### config.mk
export PLATFORM = sky130hd
export DESIGN_NAME = port_channel_input_latch_filter
export DESIGN_NICKNAME = d
export VERILOG_FILES = /design/src/hw/port_cond_pkg.sv /design/src/hw/input_filter.sv /design/src/hw/restart_timer.sv /design/src/hw/port_channel_input_latch_filter.sv
export SDC_FILE = /design/constraint.sdc
export NUM_CORES = 2
export LEC_CHECK = 0
export BUFFER_PORTS_ARGS = -buffer_cell sky130_fd_sc_hd__buf_2
export CAP_MARGIN = 20
export CORE_MARGIN = 3
export CORE_UTILIZATION = 25
export CTS_CLUSTER_DIAMETER = 60
export DETAILED_ROUTE_END_ITERATION = 8
export GPL_ROUTABILITY_DRIVEN = 0
export PLACE_DENSITY = 0.38
export SLEW_MARGIN = 40
export SYNTH_ARGS = -nofsm -noshare
export SYNTH_HDL_FRONTEND = slang
export SYNTH_HIERARCHICAL = 1
export SYNTH_SLANG_ARGS = --single-unit
### constraint.sdc
create_clock -name i_ref_clk -period 10.1 [get_ports i_ref_clk]
set_input_delay 1.515 -clock i_ref_clk [delete_from_list [all_inputs] [get_ports i_ref_clk]]
set_output_delay 1.515 -clock i_ref_clk [all_outputs]
set_load 0.01 [all_outputs]
### src/hw/port_cond_pkg.sv
// Shared constants and types for the port channel conditioning block
package port_cond_pkg;
    // ****************************************
    // Geometry
    // ****************************************
    localparam int NUM_PORTS = 8;
    localparam int NUM_CH    = 16;

    // ****************************************
    // Parameter object indices
    // ****************************************
    localparam logic [15:0] IDX_CHB_MODE  = 16'h2383;
    localparam logic [15:0] IDX_IN_LOGIC  = 16'h2384;
    localparam logic [15:0] IDX_FILTER    = 16'h2385;
    localparam logic [15:0] IDX_RESTART   = 16'h2386;
    localparam logic [15:0] IDX_LATCH_EN  = 16'h2389;
    localparam logic [7:0]  SUB_COUNT_CH  = 8'h10;
    localparam logic [7:0]  SUB_COUNT_PRT = 8'h08;

    // ****************************************
    // Encodings and reset values
    // ****************************************
    localparam logic [7:0] MODE_INPUT    = 8'h01;
    localparam logic [7:0] MODE_OUTPUT   = 8'h02;
    localparam logic [7:0] BOOL_MAX      = 8'h01;
    localparam logic [7:0] RST_FILTER    = 8'h00;
    localparam logic [7:0] RST_RESTART   = 8'h00;
    localparam logic [7:0] RST_CHB_MODE  = MODE_INPUT;
    localparam logic       RST_LATCH_EN  = 1'b0;
    localparam logic       RST_POLARITY  = 1'b0;

    // ****************************************
    // Timing
    // ****************************************
    localparam int CLK_PERIOD_NS      = 10;
    localparam int FILTER_STEP_NS     = 100000;
    localparam int FILTER_STEP_CYCLES = (FILTER_STEP_NS + CLK_PERIOD_NS - 1) / CLK_PERIOD_NS;
    localparam int RESTART_UNIT_MS    = 1;
    localparam int RESTART_UNIT_STEPS = RESTART_UNIT_MS * 1000000 / FILTER_STEP_NS;

    typedef enum {ST_RUN, ST_WAIT} restart_state_t;
endpackage : port_cond_pkg

### src/hw/input_filter.sv
// Input synchroniser and stability filter for one channel
`timescale 1ns/1ps
module input_filter
    import port_cond_pkg::*;
(
    input  wire logic       i_ref_clk,  // System clock
    input  wire logic       i_srst,     // Sync reset
    input  wire logic       i_tick,     // 0.1 ms step pulse
    input  wire logic       i_raw,      // Pin level, async
    input  wire logic [7:0] i_setting,  // Filter length in steps
    output logic            o_level     // Accepted level
);
    logic       sync1;
    logic       sync2;
    logic       sync3;
    logic [7:0] stable_cnt;
    logic       differs;

    always_ff @(posedge i_ref_clk) begin
        if (i_srst) begin
            sync1 <= 1'b0;
            sync2 <= 1'b0;
            sync3 <= 1'b0;
        end else begin
            sync1 <= i_raw;
            sync2 <= sync1;
            sync3 <= sync2;
        end
    end

    // Only a level on which two stages agree may count
    assign differs = (sync2 == sync3) && (sync3 != o_level);

    always_ff @(posedge i_ref_clk) begin
        if (i_srst || !differs) begin
            stable_cnt <= 8'h00;
        end else if (i_tick && stable_cnt != 8'hFF) begin
            stable_cnt <= stable_cnt + 8'h01;
        end
    end

    always_ff @(posedge i_ref_clk) begin
        if (i_srst) begin
            o_level <= 1'b0;
        end else if (differs && stable_cnt >= i_setting) begin
            o_level <= sync3;
        end
    end
endmodule : input_filter

### src/hw/restart_timer.sv
// Fault backoff and restart of one digital output channel
`timescale 1ns/1ps
module restart_timer
    import port_cond_pkg::*;
(
    input  wire logic       i_ref_clk,   // System clock
    input  wire logic       i_srst,      // Sync reset
    input  wire logic       i_tick_ms,   // 1 ms pulse
    input  wire logic       i_is_output, // Channel in output mode
    input  wire logic       i_cmd,       // Requested output level
    input  wire logic       i_fault,     // Driver fault flag
    input  wire logic [7:0] i_timeout,   // Restart delay in ms
    output logic            o_drive,     // Output switch
    output logic            o_waiting    // Held off after fault
);
    restart_state_t state;
    restart_state_t next_state;
    logic [7:0]     wait_ms;

    always_comb begin
        next_state = state;
        case (state)
            ST_RUN: begin
                if (i_is_output && o_drive && i_fault) begin
                    next_state = ST_WAIT;
                end
            end
            ST_WAIT: begin
                // Ms ticks are free running: wait is timeout-1 to timeout ms
                if (!i_is_output || wait_ms >= i_timeout) begin
                    next_state = ST_RUN;
                end
            end
            default: next_state = ST_RUN;
        endcase
    end

    always_ff @(posedge i_ref_clk) begin
        if (i_srst) begin
            state <= ST_RUN;
        end else begin
            state <= next_state;
        end
    end

    always_ff @(posedge i_ref_clk) begin
        if (i_srst || state != ST_WAIT) begin
            wait_ms <= 8'h00;
        end else if (i_tick_ms && wait_ms != 8'hFF) begin
            wait_ms <= wait_ms + 8'h01;
        end
    end

    always_ff @(posedge i_ref_clk) begin
        if (i_srst) begin
            o_drive   <= 1'b0;
            o_waiting <= 1'b0;
        end else begin
            o_drive   <= (next_state == ST_RUN) && i_is_output && i_cmd;
            o_waiting <= (next_state == ST_WAIT);
        end
    end
endmodule : restart_timer

### src/hw/port_channel_input_latch_filter.sv
// Input filter, output restart and input latch for sixteen port channels
`timescale 1ns/1ps

// Notes on behaviour
// - Filter setting counts 0.1 ms steps.
// - Sixteen filter bytes, used by inputs only.
// - Sixteen restart timeouts in milliseconds.
// - Restart timeout used only for outputs.
// - Per-channel latch enable, one means on.
// - Input edge drives latch set.
// - Master control bit drives latch reset.
// - Latch output replaces input status bit.
// - Hold, set, reset dominant truth table.
// - Rising logical edge sets latch.
// - Set latch holds until master clears.
// - Control bit high forces latch low.
// - Inverted polarity feeds inverted level.
// - Enabling while input high sets latch.
// - Latch only in digital input mode.
// - Polarity setting: zero open, one closed.
// - Channel B mode: one in, two out.
module port_channel_input_latch_filter
    import port_cond_pkg::*;
#(
    parameter int TICK_CYCLES = FILTER_STEP_CYCLES  // Cycles per 0.1 ms
)(
    input  wire logic        i_ref_clk,        // 100 MHz clock
    input  wire logic        i_srst,           // Sync reset
    input  wire logic        i_sdo_req,        // Parameter access pulse
    input  wire logic        i_sdo_write,      // 1 write, 0 read
    input  wire logic [15:0] i_sdo_index,      // Object index
    input  wire logic [7:0]  i_sdo_sub,        // Subindex
    input  wire logic [7:0]  i_sdo_wdata,      // Write value
    output logic             o_sdo_ack,        // Access done pulse
    output logic             o_sdo_err,        // Access refused
    output logic [7:0]       o_sdo_rdata,      // Read value
    input  wire logic [15:0] i_din_raw,        // Channel pins, async
    input  wire logic [7:0]  i_cha_out_mode,   // Channel A is output
    input  wire logic [15:0] i_latch_clr,      // Master latch reset bits
    input  wire logic [15:0] i_dout_cmd,       // Master output levels
    input  wire logic [15:0] i_dout_fault,     // Output driver faults
    output logic [15:0]      o_din_status,     // Input status bits
    output logic [15:0]      o_dout_drive,     // Output switches
    output logic [15:0]      o_restart_wait    // Output held after fault
);
    // ****************************************
    // Declarations
    // ****************************************
    logic [7:0]  filt_set [NUM_CH];
    logic [7:0]  restart_set [NUM_CH];
    logic [7:0]  chb_mode [NUM_PORTS];
    logic [15:0] latch_en;
    logic [15:0] polarity;

    logic [15:0] step_cnt;
    logic        step_tick;
    logic [3:0]  ms_div;
    logic        ms_tick;

    logic [15:0] is_input;
    logic [15:0] is_output;
    logic [15:0] filt_level;
    logic [15:0] logical;
    logic [15:0] logical_q;
    logic [15:0] latch_act;
    logic [15:0] act_q;
    logic [15:0] set_ev;
    logic [15:0] latch_q;
    logic [15:0] next_latch;

    logic        sub_zero;
    logic        hit_ch;
    logic        hit_port;
    logic [3:0]  ch_idx;
    logic [2:0]  port_idx;
    logic [7:0]  rd_val;
    logic        bad;
    logic        wr_ok;

    // ****************************************
    // Timebase
    // ****************************************
    always_ff @(posedge i_ref_clk) begin
        if (i_srst) begin
            step_cnt  <= 16'h0000;
            step_tick <= 1'b0;
        end else if (step_cnt == 16'(TICK_CYCLES - 1)) begin
            step_cnt  <= 16'h0000;
            step_tick <= 1'b1;
        end else begin
            step_cnt  <= step_cnt + 16'h0001;
            step_tick <= 1'b0;
        end
    end

    always_ff @(posedge i_ref_clk) begin
        if (i_srst) begin
            ms_div  <= 4'h0;
            ms_tick <= 1'b0;
        end else if (step_tick && ms_div == 4'(RESTART_UNIT_STEPS - 1)) begin
            ms_div  <= 4'h0;
            ms_tick <= 1'b1;
        end else begin
            ms_div  <= step_tick ? ms_div + 4'h1 : ms_div;
            ms_tick <= 1'b0;
        end
    end

    // ****************************************
    // Parameter access decode
    // ****************************************
    assign sub_zero = (i_sdo_sub == 8'h00);
    assign hit_ch   = !sub_zero && (i_sdo_sub <= SUB_COUNT_CH);
    assign hit_port = !sub_zero && (i_sdo_sub <= SUB_COUNT_PRT);
    assign ch_idx   = 4'(i_sdo_sub - 8'h01);
    assign port_idx = 3'(i_sdo_sub - 8'h01);

    always_comb begin
        rd_val = 8'h00;
        bad    = 1'b0;
        if (i_sdo_index == IDX_FILTER) begin
            if (sub_zero) begin
                rd_val = SUB_COUNT_CH;
            end else if (hit_ch) begin
                rd_val = filt_set[ch_idx];
            end else begin
                bad = 1'b1;
            end
        end else if (i_sdo_index == IDX_RESTART) begin
            if (sub_zero) begin
                rd_val = SUB_COUNT_CH;
            end else if (hit_ch) begin
                rd_val = restart_set[ch_idx];
            end else begin
                bad = 1'b1;
            end
        end else if (i_sdo_index == IDX_LATCH_EN) begin
            if (sub_zero) begin
                rd_val = SUB_COUNT_CH;
            end else if (hit_ch) begin
                rd_val = {7'h00, latch_en[ch_idx]};
            end else begin
                bad = 1'b1;
            end
            if (i_sdo_write && i_sdo_wdata > BOOL_MAX) begin
                bad = 1'b1;
            end
        end else if (i_sdo_index == IDX_IN_LOGIC) begin
            if (sub_zero) begin
                rd_val = SUB_COUNT_CH;
            end else if (hit_ch) begin
                rd_val = {7'h00, polarity[ch_idx]};
            end else begin
                bad = 1'b1;
            end
            if (i_sdo_write && i_sdo_wdata > BOOL_MAX) begin
                bad = 1'b1;
            end
        end else if (i_sdo_index == IDX_CHB_MODE) begin
            if (sub_zero) begin
                rd_val = SUB_COUNT_PRT;
            end else if (hit_port) begin
                rd_val = chb_mode[port_idx];
            end else begin
                bad = 1'b1;
            end
            // Reserved modes are refused, not stored
            if (i_sdo_write && i_sdo_wdata != MODE_INPUT && i_sdo_wdata != MODE_OUTPUT) begin
                bad = 1'b1;
            end
        end else begin
            bad = 1'b1;
        end
        if (i_sdo_write && sub_zero) begin
            bad = 1'b1;
        end
    end

    assign wr_ok = i_sdo_req && i_sdo_write && !bad;

    always_ff @(posedge i_ref_clk) begin
        if (i_srst) begin
            o_sdo_ack   <= 1'b0;
            o_sdo_err   <= 1'b0;
            o_sdo_rdata <= 8'h00;
        end else begin
            o_sdo_ack   <= i_sdo_req;
            o_sdo_err   <= i_sdo_req && bad;
            o_sdo_rdata <= (i_sdo_req && !i_sdo_write && !bad) ? rd_val : 8'h00;
        end
    end

    // ****************************************
    // Parameter storage
    // ****************************************
    always_ff @(posedge i_ref_clk) begin
        if (i_srst) begin
            for (int i = 0; i < NUM_CH; i++) begin
                filt_set[i] <= RST_FILTER;
            end
        end else if (wr_ok && i_sdo_index == IDX_FILTER) begin
            filt_set[ch_idx] <= i_sdo_wdata;
        end
    end

    always_ff @(posedge i_ref_clk) begin
        if (i_srst) begin
            for (int i = 0; i < NUM_CH; i++) begin
                restart_set[i] <= RST_RESTART;
            end
        end else if (wr_ok && i_sdo_index == IDX_RESTART) begin
            restart_set[ch_idx] <= i_sdo_wdata;
        end
    end

    always_ff @(posedge i_ref_clk) begin
        if (i_srst) begin
            for (int i = 0; i < NUM_PORTS; i++) begin
                chb_mode[i] <= RST_CHB_MODE;
            end
        end else if (wr_ok && i_sdo_index == IDX_CHB_MODE) begin
            chb_mode[port_idx] <= i_sdo_wdata;
        end
    end

    always_ff @(posedge i_ref_clk) begin
        if (i_srst) begin
            latch_en <= {NUM_CH{RST_LATCH_EN}};
        end else if (wr_ok && i_sdo_index == IDX_LATCH_EN) begin
            latch_en[ch_idx] <= i_sdo_wdata[0];
        end
    end

    always_ff @(posedge i_ref_clk) begin
        if (i_srst) begin
            polarity <= {NUM_CH{RST_POLARITY}};
        end else if (wr_ok && i_sdo_index == IDX_IN_LOGIC) begin
            polarity[ch_idx] <= i_sdo_wdata[0];
        end
    end

    // ****************************************
    // Per-channel paths
    // ****************************************
    for (genvar ch = 0; ch < NUM_CH; ch++) begin : g_ch
        localparam int PRT = ch / 2;

        // Channel A direction comes from outside; channel B from its mode byte
        assign is_input[ch]  = (ch % 2 == 0) ? !i_cha_out_mode[PRT] : (chb_mode[PRT] == MODE_INPUT);
        assign is_output[ch] = (ch % 2 == 0) ? i_cha_out_mode[PRT] : (chb_mode[PRT] == MODE_OUTPUT);

        input_filter u_filter (
            .i_ref_clk (i_ref_clk),
            .i_srst    (i_srst),
            .i_tick    (step_tick),
            .i_raw     (i_din_raw[ch]),
            .i_setting (is_input[ch] ? filt_set[ch] : 8'h00),
            .o_level   (filt_level[ch])
        );

        assign logical[ch]   = filt_level[ch] ^ polarity[ch];
        assign latch_act[ch] = latch_en[ch] && is_input[ch];
        // Also fires when the latch turns on over a high input
        assign set_ev[ch]    = latch_act[ch] && logical[ch] && !(logical_q[ch] && act_q[ch]);

        restart_timer u_restart (
            .i_ref_clk   (i_ref_clk),
            .i_srst      (i_srst),
            .i_tick_ms   (ms_tick),
            .i_is_output (is_output[ch]),
            .i_cmd       (i_dout_cmd[ch]),
            .i_fault     (i_dout_fault[ch]),
            .i_timeout   (restart_set[ch]),
            .o_drive     (o_dout_drive[ch]),
            .o_waiting   (o_restart_wait[ch])
        );
    end

    // ****************************************
    // Input latch
    // ****************************************
    // Reset dominates; a disabled latch is kept clear
    assign next_latch = latch_act & ~i_latch_clr & (set_ev | latch_q);

    always_ff @(posedge i_ref_clk) begin
        if (i_srst) begin
            latch_q   <= 16'h0000;
            logical_q <= 16'h0000;
            act_q     <= 16'h0000;
        end else begin
            latch_q   <= next_latch;
            logical_q <= logical;
            act_q     <= latch_act;
        end
    end

    always_ff @(posedge i_ref_clk) begin
        if (i_srst) begin
            o_din_status <= 16'h0000;
        end else begin
            o_din_status <= (latch_act & next_latch) | (~latch_act & is_input & logical);
        end
    end
endmodule : port_channel_input_latch_filter

==> impl_metrics.ini <==
[pwr]
peakVddDrop_mv = 0.1859
powerDensity_nw_per_um2 = 188.2
leakage_nw = 24.99

[cts]
post_cts_buffers = 0
postCtsResizedCells = 0
worstSkewPairLatency_ps = 800
cts_tree = yes
cts_buffers = 165
path_clk_slew_ps = 60
holdBufCountCts = 0
htreeDepth = 4
cts_max_path_buffers = 3
cts_root_buf = clkbuf_16
clkSinkCount = 1312

[detailed_routing]
routed-via-count = 38568
wirelength_mm = 163.4
drtAntennaViolNets = 0
drc = 0
post_drt_wl_per_cell_um = 18.69
via_per_inst = 4.412
drtIter0Drc = 2111
dr.pass1.iters = 5

[worst_setup_path]
crit_type = input port to flip-flop
worstSetupStartpoint = i_sdo_index[10]
cp_slowest_cell = or3_2
slowest_delay_ps = 760
worstReg2RegStart = chb_mode[7][5]$_SDFFCE_PN0P_
crit_required_ps = 10530
cp-end-kind = flip-flop
crit_chain = buf_2 -> or4b_1 -> or4_4 -> or3_1 -> o22a_1 -> nand2b_1 -> or3_2 -> o21bai_1
critPathTopFamily = simple AND/OR/NAND/NOR gates
worstPathArrival_ps = 5490
critPathMaxFanout = 16
critPathBufInv = 1
cp-start-kind = input port

[run_status]
outcome = finished clean

[sta]
hold_violations = 0
fin_tns_setup_ps = 0
worst_slew_pin_slew_ps = 861.8
report.final.slew_viol_count = 0
worst_hold_slack_ps = 434.9
finClkSkew_ps = 59.00
slew-limit-headroom_pct = 42.42
finalCritPeriodShare_pct = 50.10
fin_ws_ps = 5040
fmax_mhz = 197.6
finalSetupViolCount = 0
grt_setup_unrepaired = no
fin_crit_ps = 5060

[floorplanning]
dieWidth_um = 469.1
start_util_pct = 25.21
num_io_pins = 166
die_area_um2 = 220100
core-area_um2 = 212700
die_h_um = 469.1
rows = 169

[synth]
synth_area_um2 = 53630
muxShareOfSynthArea_pct = 4.321
synth-seq-cells = 1312
yosysMostFrequentCell = dfxtp_1
synth_top_area_cell = dfxtp_1
syn_inst = 5001
synthSimpleGateAreaFrac_pct = 19.94
ys_top_cells_by_area = dfxtp_1, edfxtp_1, ha_1
async_flop_share_pct = 0
ys_seq_area_share_pct = 54.95
synthAdderAreaFrac_pct = 6.906
ys_warn_count = 6
synth_compound_area_share_pct = 8.680
synth_ff_type = dfxtp_1
synth_top_family_by_area = simple AND/OR/NAND/NOR gates
synthXorXnorAreaFrac_pct = 2.009
synth_top_area_share_pct = 37.03
synth_common_cells = dfxtp_1, nor2_1, edfxtp_1, inv_1, ha_1
yosysUniqueCellTypes = 79
syn_avg_cell_area_um2 = 10.72
synth_edf_count = 320

[global_route]
grt_pass1_wl_mm = 244.1
grt_max_degree = 82
grt.total_usage_pct = 14.73
grt.overflow.total = 0
antenna_found_initial = 20
grt_pass1_vias = 38105

[place]
pre_cts_ws_ps = 4260
dp.final_hpwl_mm = 121.7
port_buffers = 165

[final_layout]
seq_area_um2 = 29470
drive_gt1_share_pct = 11.68
nFillCells = 22022
areaGrowthSynthToFinish_pct = 22.67
fin_util_pct = 30.92
nets = 6181
multiInputGateArea_um2 = 24620

[min_path]
worstHoldStart = g_ch[8].u_filter/sync1$_SDFF_PP0_
hold_path.class = flip-flop to flip-flop

[run]
cap_violations = 0
[layer usage]
layer,global-route usage [%],vias up,wire (um)
li1,-,19167,-
met4,4.784,10,4393
met2,24.41,742,77700
met1,19.23,18397,73730
met3,2.870,252,7556
met5,0,-,56
[flip-flops by register name (all words and copies together), names as in the netlist, 4 cells and up]
signal	cells
latch_en	16
o_din_status	16
g_ch.u_filter/sync2	16
restart_set	128
step_cnt	16
g_ch.u_filter/sync3	16
g_ch.u_restart/o_drive	16
filt_set	128
ms_div	4
polarity	16
o_sdo_rdata	8
g_ch.u_filter/stable_cnt	128
latch_q	16
g_ch.u_restart/o_waiting	16
chb_mode	64
act_q	16
logical_q	16
g_ch.u_filter/sync1	16
g_ch.u_restart/wait_ms	128
g_ch.u_filter/o_level	16
g_ch.u_restart/state	512
[final cells by class]
type / instances / area share [%]
Clock inverter: 89 / 1.797
Clock buffer: 215 / 7.095
Tap cell: 2821 / 5.366
Antenna cell: 7 / 0.02663
Sequential cell: 1312 / 44.81
Timing Repair Buffer: 202 / 1.746
Multi-Input combinational cell: 3792 / 37.43
Inverter: 304 / 1.735
[logic make-up (layout without fill, tap and decap cells)]
logic type	Yosys count	count (layout)
AO/OA/AOI/OAI	665	665
XOR/XNOR	123	123
adder cells (fa/ha/maj)	296	296
buffers and inverters	424	810
flip-flops	1312	1312
multiplexers	136	136
other	17	551
AND/OR/NAND/NOR	2028	2028
[stage by stage]
step | std cells | area (um^2) | power, mW
2_1_floorplan | 5528 | 55600 | 6.028
3_3_place_gp | 8426 | 59800 | 6.292
3_5_place_dp | 8431 | 59910 | 6.298
4_1_cts | 8735 | 65760 | 12.61
5_1_grt | 8740 | 65780 | 12.89
6_report | 8742 | 65780 | 12.38
[final timing paths]
path	to	depth (start not counted)	slack [ps]
max	restart_set[8][6]$_SDFFCE_PN0P_	8	5040
min	g_ch[8].u_filter/sync2$_SDFF_PP0_	1	430
max reg2reg	g_ch[15].u_filter/o_level$_SDFFE_PP0P_	12	6890
min reg2reg	g_ch[8].u_filter/sync2$_SDFF_PP0_	1	430
[placed cells by master (no fill, tap or decap), drive strengths merged, types with 23 or more instances in the layout]
cell type	count
o21ai	142
nor4	145
dfxtp	992
a21o	23
and2	69
nand3	195
nand2b	24
ha	296
and3b	31
a211o	30
a211oi	106
conb	544
nor3	171
o21bai	40
clkinv	50
xnor2	98
nor2	663
a311oi	35
nor3b	70
and4	40
o211ai	32
mux2i	56
and3	38
nand2	237
nand4	106
xor2	25
inv	321
a31oi	52
a21oi	109
nor2b	142
buf	202
edfxtp	320
clkbuf	215
mux4	76
[power by group]
part	internal, mW	switching [mW]	leakage (nW)
Combinational	0.178	0.319	10.9
Clock	3.75	2.45	2.87
Sequential	5.57	0.116	11.2
(Power assumes the default switching activity.)
